[src/pmc_event_pkg.sv]
// constants and carrier types for the branch and dispatch event counter
package pmc_event_pkg;

    // counter geometry
    localparam int COUNT_W = 40;
    localparam logic [COUNT_W-1:0] COUNT_RESET = 40'h0;
    localparam logic [COUNT_W-1:0] COUNT_ONE = 40'h1;
    localparam int PORT_N = 3;

    // event codes
    localparam logic [7:0] EV_IND_BRANCH_MISP = 8'h8e;
    localparam logic [7:0] EV_RETURN_EXEC = 8'h8f;
    localparam logic [7:0] EV_RETURN_MISP = 8'h90;
    localparam logic [7:0] EV_RETURN_DECODE_MISP = 8'h91;
    localparam logic [7:0] EV_CALL_EXEC = 8'h92;
    localparam logic [7:0] EV_CALL_MISP = 8'h93;
    localparam logic [7:0] EV_IND_CALL = 8'h94;
    localparam logic [7:0] EV_BUBBLE_FIRST = 8'h97;
    localparam logic [7:0] EV_BUBBLE_SECOND = 8'h98;
    localparam logic [7:0] EV_DISPATCH_TOTAL = 8'ha0;
    localparam logic [7:0] EV_DISPATCH_PORT = 8'ha1;

    // unit masks
    localparam logic [7:0] UMASK_NONE = 8'h00;
    localparam logic [7:0] UMASK_PORT_ZERO = 8'h01;
    localparam logic [7:0] UMASK_PORT_ONE = 8'h02;
    localparam logic [7:0] UMASK_PORT_TWO = 8'h04;

    // dispatch limits
    localparam logic [2:0] DISPATCH_MAX = 3'h6;
    localparam logic [2:0] INC_NONE = 3'h0;
    localparam logic [2:0] INC_ONE = 3'h1;

    // decoded event source
    typedef enum logic [3:0] {
        SRC_NONE,
        SRC_IND_BRANCH_MISP,
        SRC_RETURN_EXEC,
        SRC_RETURN_MISP,
        SRC_RETURN_DECODE_MISP,
        SRC_CALL_EXEC,
        SRC_CALL_MISP,
        SRC_IND_CALL,
        SRC_BUBBLE_FIRST,
        SRC_BUBBLE_SECOND,
        SRC_DISPATCH_TOTAL,
        SRC_DISPATCH_PORT
    } source_e;

    // per-cycle branch strobes from the pipeline
    typedef struct packed {
        logic ind_branch_misp;
        logic return_exec;
        logic return_misp;
        logic return_decode_misp;
        logic call_exec;
        logic call_misp;
        logic ind_call;
        logic taken_cluster;
        logic target_unaligned;
    } branch_strobe_s;

    // per-cycle dispatch strobes from the pipeline
    typedef struct packed {
        logic [2:0] total;
        logic [PORT_N-1:0] port_busy;
    } dispatch_strobe_s;

    // selector as programmed by software
    typedef struct packed {
        logic [7:0] event_code;
        logic [7:0] unit_mask;
        logic enable;
    } select_s;

    // whole state of the counter block
    typedef struct packed {
        logic [COUNT_W-1:0] count;
        logic matched;
        logic [2:0] last_inc;
    } counter_state_s;

endpackage

[src/branch_dispatch_event_select.sv]
// event selector and counter for branch and micro-op dispatch events
`timescale 1ns/1ps

module branch_dispatch_event_select
    import pmc_event_pkg::*;
(
    // clock and reset
    input wire logic clk,
    input wire logic sys_rst,
    // selector and counter control
    input wire select_s sel,
    input wire logic first_counter,
    input wire logic counter_clear,
    // pipeline strobes
    input wire branch_strobe_s branch,
    input wire dispatch_strobe_s dispatch,
    // counter view
    output logic [COUNT_W-1:0] count_value,
    output logic event_matched,
    output logic [2:0] last_increment
);

    counter_state_s state_reg;
    counter_state_s state_next;
    source_e source;
    logic [PORT_N-1:0] port_pick;
    logic port_hit;
    logic bubble_first;
    logic bubble_second;
    logic [2:0] inc;
    logic live;

    // map a code and mask pair onto a source; used by logic and checks
    function automatic source_e decode_source(
        input logic [7:0] code,
        input logic [7:0] mask,
        input logic first
    );
        source_e src;
        src = SRC_NONE;
        if (mask == UMASK_NONE) begin
            unique case (code)
                EV_IND_BRANCH_MISP: src = SRC_IND_BRANCH_MISP;
                EV_RETURN_EXEC: src = SRC_RETURN_EXEC;
                EV_RETURN_MISP: src = SRC_RETURN_MISP;
                EV_RETURN_DECODE_MISP: src = SRC_RETURN_DECODE_MISP;
                EV_CALL_EXEC: src = SRC_CALL_EXEC;
                EV_CALL_MISP: src = SRC_CALL_MISP;
                EV_IND_CALL: src = SRC_IND_CALL;
                EV_BUBBLE_FIRST: src = SRC_BUBBLE_FIRST;
                EV_BUBBLE_SECOND: src = SRC_BUBBLE_SECOND;
                EV_DISPATCH_TOTAL: src = SRC_DISPATCH_TOTAL;
                default: src = SRC_NONE;
            endcase
        end else if (code == EV_DISPATCH_PORT && first &&
                     (mask == UMASK_PORT_ZERO || mask == UMASK_PORT_ONE ||
                      mask == UMASK_PORT_TWO)) begin
            src = SRC_DISPATCH_PORT;
        end
        return src;
    endfunction

    // per-port mask match; a one-hot mask on bits 0 to 2 selects exactly one port
    generate
        for (genvar p = 0; p < PORT_N; p++) begin : g_port
            assign port_pick[p] = (sel.unit_mask == (UMASK_PORT_ZERO << p));
        end
    endgenerate

    // a port strobe is one bit, so a port never adds more than one
    assign port_hit = |(port_pick & dispatch.port_busy);

    // clustered taken branches go to the first share; an unaligned target
    // alone goes to the second, so the sum counts each penalty once
    assign bubble_first = branch.taken_cluster;
    assign bubble_second = branch.target_unaligned &
                           ~branch.taken_cluster;

    // source decode and the counter is only live while enabled
    assign source = decode_source(sel.event_code, sel.unit_mask,
                                  first_counter);
    assign live = sel.enable & ~counter_clear;

    // increment for this cycle
    always_comb begin
        inc = INC_NONE;
        unique case (source)
            SRC_NONE: inc = INC_NONE;
            SRC_IND_BRANCH_MISP: inc = {2'h0, branch.ind_branch_misp};
            SRC_RETURN_EXEC: inc = {2'h0, branch.return_exec};
            SRC_RETURN_MISP: inc = {2'h0, branch.return_misp};
            SRC_RETURN_DECODE_MISP: begin
                inc = {2'h0, branch.return_decode_misp};
            end
            SRC_CALL_EXEC: inc = {2'h0, branch.call_exec};
            SRC_CALL_MISP: inc = {2'h0, branch.call_misp};
            SRC_IND_CALL: inc = {2'h0, branch.ind_call};
            SRC_BUBBLE_FIRST: inc = {2'h0, bubble_first};
            SRC_BUBBLE_SECOND: inc = {2'h0, bubble_second};
            SRC_DISPATCH_TOTAL: begin
                // clamp guards against a bad pipeline count above six
                if (dispatch.total > DISPATCH_MAX) begin
                    inc = DISPATCH_MAX;
                end else begin
                    inc = dispatch.total;
                end
            end
            SRC_DISPATCH_PORT: inc = {2'h0, port_hit};
        endcase
    end

    // next state; clear beats counting, it is a load and not a flag
    always_comb begin
        state_next = state_reg;
        state_next.matched = sel.enable && (source != SRC_NONE);
        if (counter_clear) begin
            state_next.count = COUNT_RESET;
            state_next.last_inc = INC_NONE;
        end else if (sel.enable) begin
            state_next.count = state_reg.count + {37'h0, inc};
            state_next.last_inc = inc;
        end else begin
            state_next.last_inc = INC_NONE;
        end
    end

    // state register
    always_ff @(posedge clk) begin
        if (sys_rst) begin
            state_reg.count <= COUNT_RESET;
            state_reg.matched <= 1'b0;
            state_reg.last_inc <= INC_NONE;
        end else begin
            state_reg <= state_next;
        end
    end

    // outputs straight from the state register
    assign count_value = state_reg.count;
    assign event_matched = state_reg.matched;
    assign last_increment = state_reg.last_inc;

    // helper: selection as it stood in a cycle; a let expands in place, so
    // sel and live are sampled like every other term of the property
    let picked(code, mask) = live && sel.event_code == code &&
        sel.unit_mask == mask;
endmodule

[config.mk]
export PLATFORM = sky130hd
export DESIGN_NAME = branch_dispatch_event_select
export DESIGN_NICKNAME = d
export VERILOG_FILES = /design/src/pmc_event_pkg.sv /design/src/branch_dispatch_event_select.sv
export SDC_FILE = /design/constraint.sdc
export NUM_CORES = 1
export LEC_CHECK = 0
export ABC_AREA = 1
export BUFFER_PORTS_ARGS = -buffer_cell sky130_fd_sc_hd__buf_2
export CAP_MARGIN = 20
export CORE_ASPECT_RATIO = 1.4
export CORE_UTILIZATION = 25
export DETAILED_ROUTE_END_ITERATION = 10
export GPL_TIMING_DRIVEN = 0
export PLACE_DENSITY_LB_ADDON = 0.1
export SLEW_MARGIN = 10
export SYNTH_ARGS = -nofsm -noshare
export SYNTH_HDL_FRONTEND = slang
export SYNTH_SLANG_ARGS = --single-unit
export TNS_END_PERCENT = 10
[constraint.sdc]
create_clock -name clk -period 3.6 [get_ports clk]
set_input_delay 0.54 -clock clk [delete_from_list [all_inputs] [get_ports clk]]
set_output_delay 0.54 -clock clk [all_outputs]
set_load 0.005 [all_outputs]
==> Yosys cells after proc, flatten, opt, wreduce, memory -nomap -nowiden <==
Cells that the tools add are included.
{ "classes": {"reduce_logical": 11, "n_mux": 5, "order_cmp": 1, "add_sub_neg": 1, "bitwise_logic": 4, "n_eq_ne": 25} }
{ "ops": {"columns": ["cell", "n"], "rows": [
  ["$eq 8x8->1 const B", 11],
  ["$add 40x3->40", 1],
  ["$pmux 4 s10", 1],
  ["$pmux 3 s12", 1],
  ["$eq 4x3->1 const B", 4],
  ["$eq 4x4->1 const B", 4],
  ["$eq 4x2->1 const B", 2],
  ["$eq 8x1->1 const B", 1],
  ["$eq 8x2->1 const B", 1],
  ["$eq 8x3->1 const B", 1],
  ["$logic_not 8->1", 1],
  ["$mux 4", 2],
  ["$reduce_or 3->1", 2],
  ["$eq 4x1->1 const B", 1],
  ["$logic_not 4->1", 1],
  ["$reduce_bool 4->1", 1],
  ["$and 3x3->3", 1],
  ["$gt 3x3->1 const B", 1],
  ["$logic_and 1x1->1", 3],
  ["$mux 3", 1],
  ["$logic_or 1x1->1", 2],
  ["$not 1->1", 2],
  ["$reduce_or 2->1", 1],
  ["$and 1x1->1", 1]
]} }
{ "word_totals": {"input_bits": 36, "out_inout_bits": 44, "reg_bits": 44} }

==> Logic depth before layout (Yosys ltp) <==
{ "depth": {"ltp_word": 9, "mapped_depth": 27, "ltp_nobuf": 27} }

==> Worst setup path after synthesis <==
Ideal clock, no wire load.
{ "synth_path": {"kind": "input to register", "from": "input sel[8] (netlist bit)", "to": "register state_reg (netlist bit count_value[34])", "slack_ns": 0.221, "cell_stages": 23, "setup_ns": 0.113, "arrival_ns": 3.266, "cell_sequence": "nor2_1 nand3_1 nor3_1 nor2_1 o21ai_2 nand2_1 inv_1 nand2_1 nor3b_1 nor2_1 nand3_1 ha_1 fa_1 nand2_1 a21oi_1 nor3b_4 nand2_1 nor2_1 inv_1 nor3_1 nand2_1 nand2_1 nor2_1"} }
{ "synth_between": {"elab_chain_cells": 9, "word_cells_on_any_way": 25} }
{ "synth_rtl": {"columns": ["element", "line", "source"], "rows": [
  ["from (decl)", "branch_dispatch_event_select.sv:11", "input wire select_s sel,"],
  ["$eq 8x1->1 / $eq 8x2->1 (equally long branches)", "branch_dispatch_event_select.sv:56, branch_dispatch_event_select.sv:66", null],
  ["$logic_or 1x1->1 (2 in a row)", "branch_dispatch_event_select.sv:56", "(mask == UMASK_PORT_ZERO || mask == UMASK_PORT_ONE ||"],
  ["$logic_and 1x1->1", "branch_dispatch_event_select.sv:55", "end else if (code == EV_DISPATCH_PORT && first &&"],
  ["$mux 4", "branch_dispatch_event_select.sv:55", null],
  ["$mux 4", "branch_dispatch_event_select.sv:41", "if (mask == UMASK_NONE) begin"],
  ["$eq 4x4->1, or another cell as far along", "branch_dispatch_event_select.sv:87", "unique case (source)"],
  ["$pmux 3 s12 *", "branch_dispatch_event_select.sv:87", null],
  ["net inc[0]", "branch_dispatch_event_select.sv:30", "logic [2:0] inc;"],
  ["$add 40x3->40 *", "branch_dispatch_event_select.sv:120", "state_next.count = state_reg.count + {37'h0, inc};"],
  ["to (signal assigned)", "branch_dispatch_event_select.sv:134", "state_reg <= state_next;"],
  ["to (decl)", "branch_dispatch_event_select.sv:23", "counter_state_s state_reg;"]
]} }
The timed path passes the listed nets; every way through them passes the cells marked *.
A chain may end at the register's enable or synchronous reset.

==> Worst setup path after layout <==
{ "layout_path": {"from": "input sel[8] (netlist bit)", "to": "register state_reg (netlist bit count_value[28])"} }
The elaborated chain is that of the path after synthesis.

==> results.md <==
* Die Area at between 0.01 and 0.015 mm²
* First-pass GRT wire length at around 14 mm
* Critical path arrival at 3.76 ns
* Largest net degree at the start of global routing at 14
* Register area at about 900 µm²
* Combinational share of power at between 7 and 8%
* Number of global-route vias before repair at 3041
* Top-area cell type share of the netlist area at approximately a third
* Leak Pwr at ~2 nW
* CP max stage cell: nor3b_4
* Fill count at approximately 1100
* Fin. max-slew vios at 0
* Cell taking the most area after synthesis: dfxtp_1
* Sequential power share at 43.1%
* Post-Place Setup Slack at -0.711 ns
* Sequential fraction of the synthesis area at between 30% and 40%
* Min Hold Slack at about 0.5 ns
* Via count at about 3200
* Total track usage at between 15 and 20%
* Clk pin slew, worst setup/hold paths at ~0.060 ns
* CTS max path bufs at 2
* CP Capture Type: flop
* CTS buffer count at 5
* Multi-input combinational cell area at between 0.0015 and 0.002 mm²
* Ant diodes at 0
* RSZ-0062 raised after global routing: yes
* Setup Viol. Count Final at 2
* Slew @ Worst Pin at approximately 0.66 ns
* Sw Pwr at between 0.0002 and 0.00025 W
* Mapped Area at 0.00272 mm²
* Worst-path maximum fanout at 4
* IO Pins at 80
* WL/cell at about 13 µm
* Synth warnings at 0
* Mapped Cells at 421
* Syn avg cell area at between 6 and 7 µm²
* Count of different cell masters after synthesis at 35
* Core region area at between 0.01 and 0.015 mm²
* Mapped Nets at around 460
* Vias/cell at between 4 and 5
* Post-synthesis register bit count at 44
* Outcome: finished, violations left
* Int Pwr at just under 0.0009 W
* CP bufs+invs at 4
* Hold Path Class: flop to flop
* Switching part of the total power at a little over a fifth
* Share of cells above drive strength 1 at about two fifths
* Chip Width at approximately 90 µm
* Synth top area cells: dfxtp_1 (32%), nand2_1 (13%), inv_1 (8.4%)
* Later-pin clock latency in the skew report at approximately 0.29 ns
* Fin crit period at 3.60 ns
* Final period util at 100%
* Setup ws final at -0.00296 ns
* Die height at 125 µm
* CTS tree: yes
* Initial antenna violation count at 0
* Total wire length at between 8 and 9 mm
* Critical Path Source Type: input pin
* Clock Power Share at 49.5%
* Maximum vdd ir drop at approximately 150 µV
* P per Cell Area at between 200 and 300 mW/mm²
* Port bufs at 79
* DRC viols at 0
* Drt first pass iters at 4
* # H-tree levels at 2
* CP Data Required Time at ~3.8 ns
* Final ANT Viol Nets at 0
* Fmax at 0.278 GHz
* Root Driver: clkbuf_16
* Design Power at between 0.001 and 0.0015 W
* Layout Area Growth over Synthesis at 54.9%
* Initial DRC Count at between 70 and 80
* Final hold viol count at 0
* Worst clock skew at ~0.0075 ns
* # rows at 44
* Starting Density at approximately 26%
* Max_slew headroom at a little under three fifths
* Max-cap violation count at 0
* Total gr overflow at 0
* Top delay family on crit path: simple AND/OR/NAND/NOR gates
* Failing checks: negative setup slack
* Max stage delay on crit path at around 0.33 ns
* GP Congestion at approximately 0.82
* Nets at 587
* Crit Path Class: input pin to flop
* Detailed Place HPWL at 6.50 mm
* CTS Sinks at 44
* Setup TNS Final at -0.00431 ns
[per-layer routing]
layer / vias up / share of wire (%) / global-route usage (%)
li1: 1634 / - / -
met1: 1438 / 40 / 16.9
met2: 77 / 54 / 29.9
met3: 10 / 3.6 / 2.80
met4: 0 / 1.8 / 5.50
met5: - / 0 / 0
[flip-flops by register name, indices dropped and copies added, names as in the netlist]
signal and flops:
event_matched 1, count_value 40, last_increment 3
[repair_timing]
item	in CTS	in global routing
buffers inserted	27	16
setup endpoints to repair	18	31
hold buffers	0	0
pin swaps	22	38
resized for setup	33	81
hold endpoints to repair	0	0
[synthesized netlist by cell type]
master and n:
a211oi_1 1, a21boi_0 1, a21oi_1 34, a311oi_1 1, a31oi_1 3, buf_2 1, clkbuf_1 4, clkinv_1 1
dfxtp_1 44, fa_1 1, ha_1 3, inv_1 61, inv_2 2, nand2_1 92, nand2_2 4, nand3_1 28
nand4_1 14, nand4_2 1, nand4_4 1, nor2_1 58, nor2_2 3, nor2_4 1, nor3_1 18, nor3_4 2
nor3b_1 4, nor3b_2 1, nor3b_4 1, nor4_1 6, nor4_4 1, o21a_1 7, o21ai_0 14, o21ai_1 2
o21ai_2 1, or2_2 1, xor2_1 4
[cell usage in the layout, fill, tap and decap left out, types with 4 or more instances in the layout]
master / synthesis / final
clkbuf_16: 0 / 5
nor2_2: 3 / 4
nor3_4: 2 / 5
nand2_1: 92 / 74
o21ai_0: 14 / 12
clkbuf_1: 4 / 4
o21a_1: 7 / 7
inv_2: 2 / 14
a21oi_2: 0 / 4
nor2_1: 58 / 48
nand4_1: 14 / 14
nand2_2: 4 / 13
nor3_1: 18 / 11
buf_2: 1 / 77
nor3b_2: 1 / 4
dfxtp_1: 44 / 44
nand3_1: 28 / 20
nor2_4: 1 / 10
buf_6: 0 / 15
a21oi_1: 34 / 29
nand3_2: 0 / 6
xor2_1: 4 / 4
nor3_2: 0 / 4
nand2_4: 0 / 9
buf_4: 0 / 27
inv_1: 61 / 49
[power groups by stage]
stage | clock (W) | combinational, W | sequential (W)
finish | 0.000560 | 0.0000840 | 0.000487
global route | 0.000597 | 0.0000941 | 0.000487
CTS | 0.000580 | 0.0000693 | 0.000487
detailed placement | 0 | 0.0000656 | 0.000498
global placement | 0 | 0.0000646 | 0.000498
floorplan | 0 | 0.0000327 | 0.000498
[path summary, 6_finish.rpt]
path | end | cells after the start | from | slack [ns]
setup / recovery | count_value[28]$_SDFFE_PP0P_ | 25 | sel[8] | -0.003
hold / removal | count_value[10]$_SDFFE_PP0P_ | 2 | count_value[10]$_SDFFE_PP0P_ | 0.49
setup reg to reg | count_value[37]$_SDFFE_PP0P_ | 11 | count_value[6]$_SDFFE_PP0P_ | 1.35
hold reg to reg | count_value[10]$_SDFFE_PP0P_ | 2 | count_value[10]$_SDFFE_PP0P_ | 0.49
[worst register-to-register path, cell delays in order, from the launching register on]
cell and delay [ns]:
dfxtp_1 0.36, nand2_1 0.10, inv_2 0.08, nand2_1 0.11
nor3_1 0.31, nand2_1 0.19, nor4_4 0.36, nand4_4 0.19
nor2_4 0.19, nand2_1 0.09, o21ai_1 0.12, a21oi_1 0.05
[final cells by class]
class                      instances  share of cell area [%]
clock buffer                       7                    3.63
inverter                          64                    5.71
buffer                             5                   0.476
tap                              138                    4.10
sequential                        44                    20.9
clock inverter                     1                   0.714
timing repair buffer             119                    18.3
multi-input combinational        308                    46.1
[per-stage QoR]
| step | cells | utilization, % | instance area, µm² |
|---|---|---|---|
| finish | 686 | 40.2 | 4210 |
| global route | 686 | 40.2 | 4210 |
| CTS | 672 | 36.0 | 3770 |
| detailed placement | 638 | 31.4 | 3280 |
| global placement | 638 | 31.4 | 3280 |
| floorplan | 421 | - | 2720 |
[cells by family after synthesis]
logic type / after synthesis / share of synthesized area [%]
DFF: 44 / 32.4
and+or+nand+nor: 236 / 41.5
xor gates and xnor gates: 4 / 1.29
AOI/OAI and AO/OA: 64 / 13.0
buffers and inverters: 69 / 9.58
adders and majority gates: 4 / 2.12
Power figures use the tool's default switching activity.
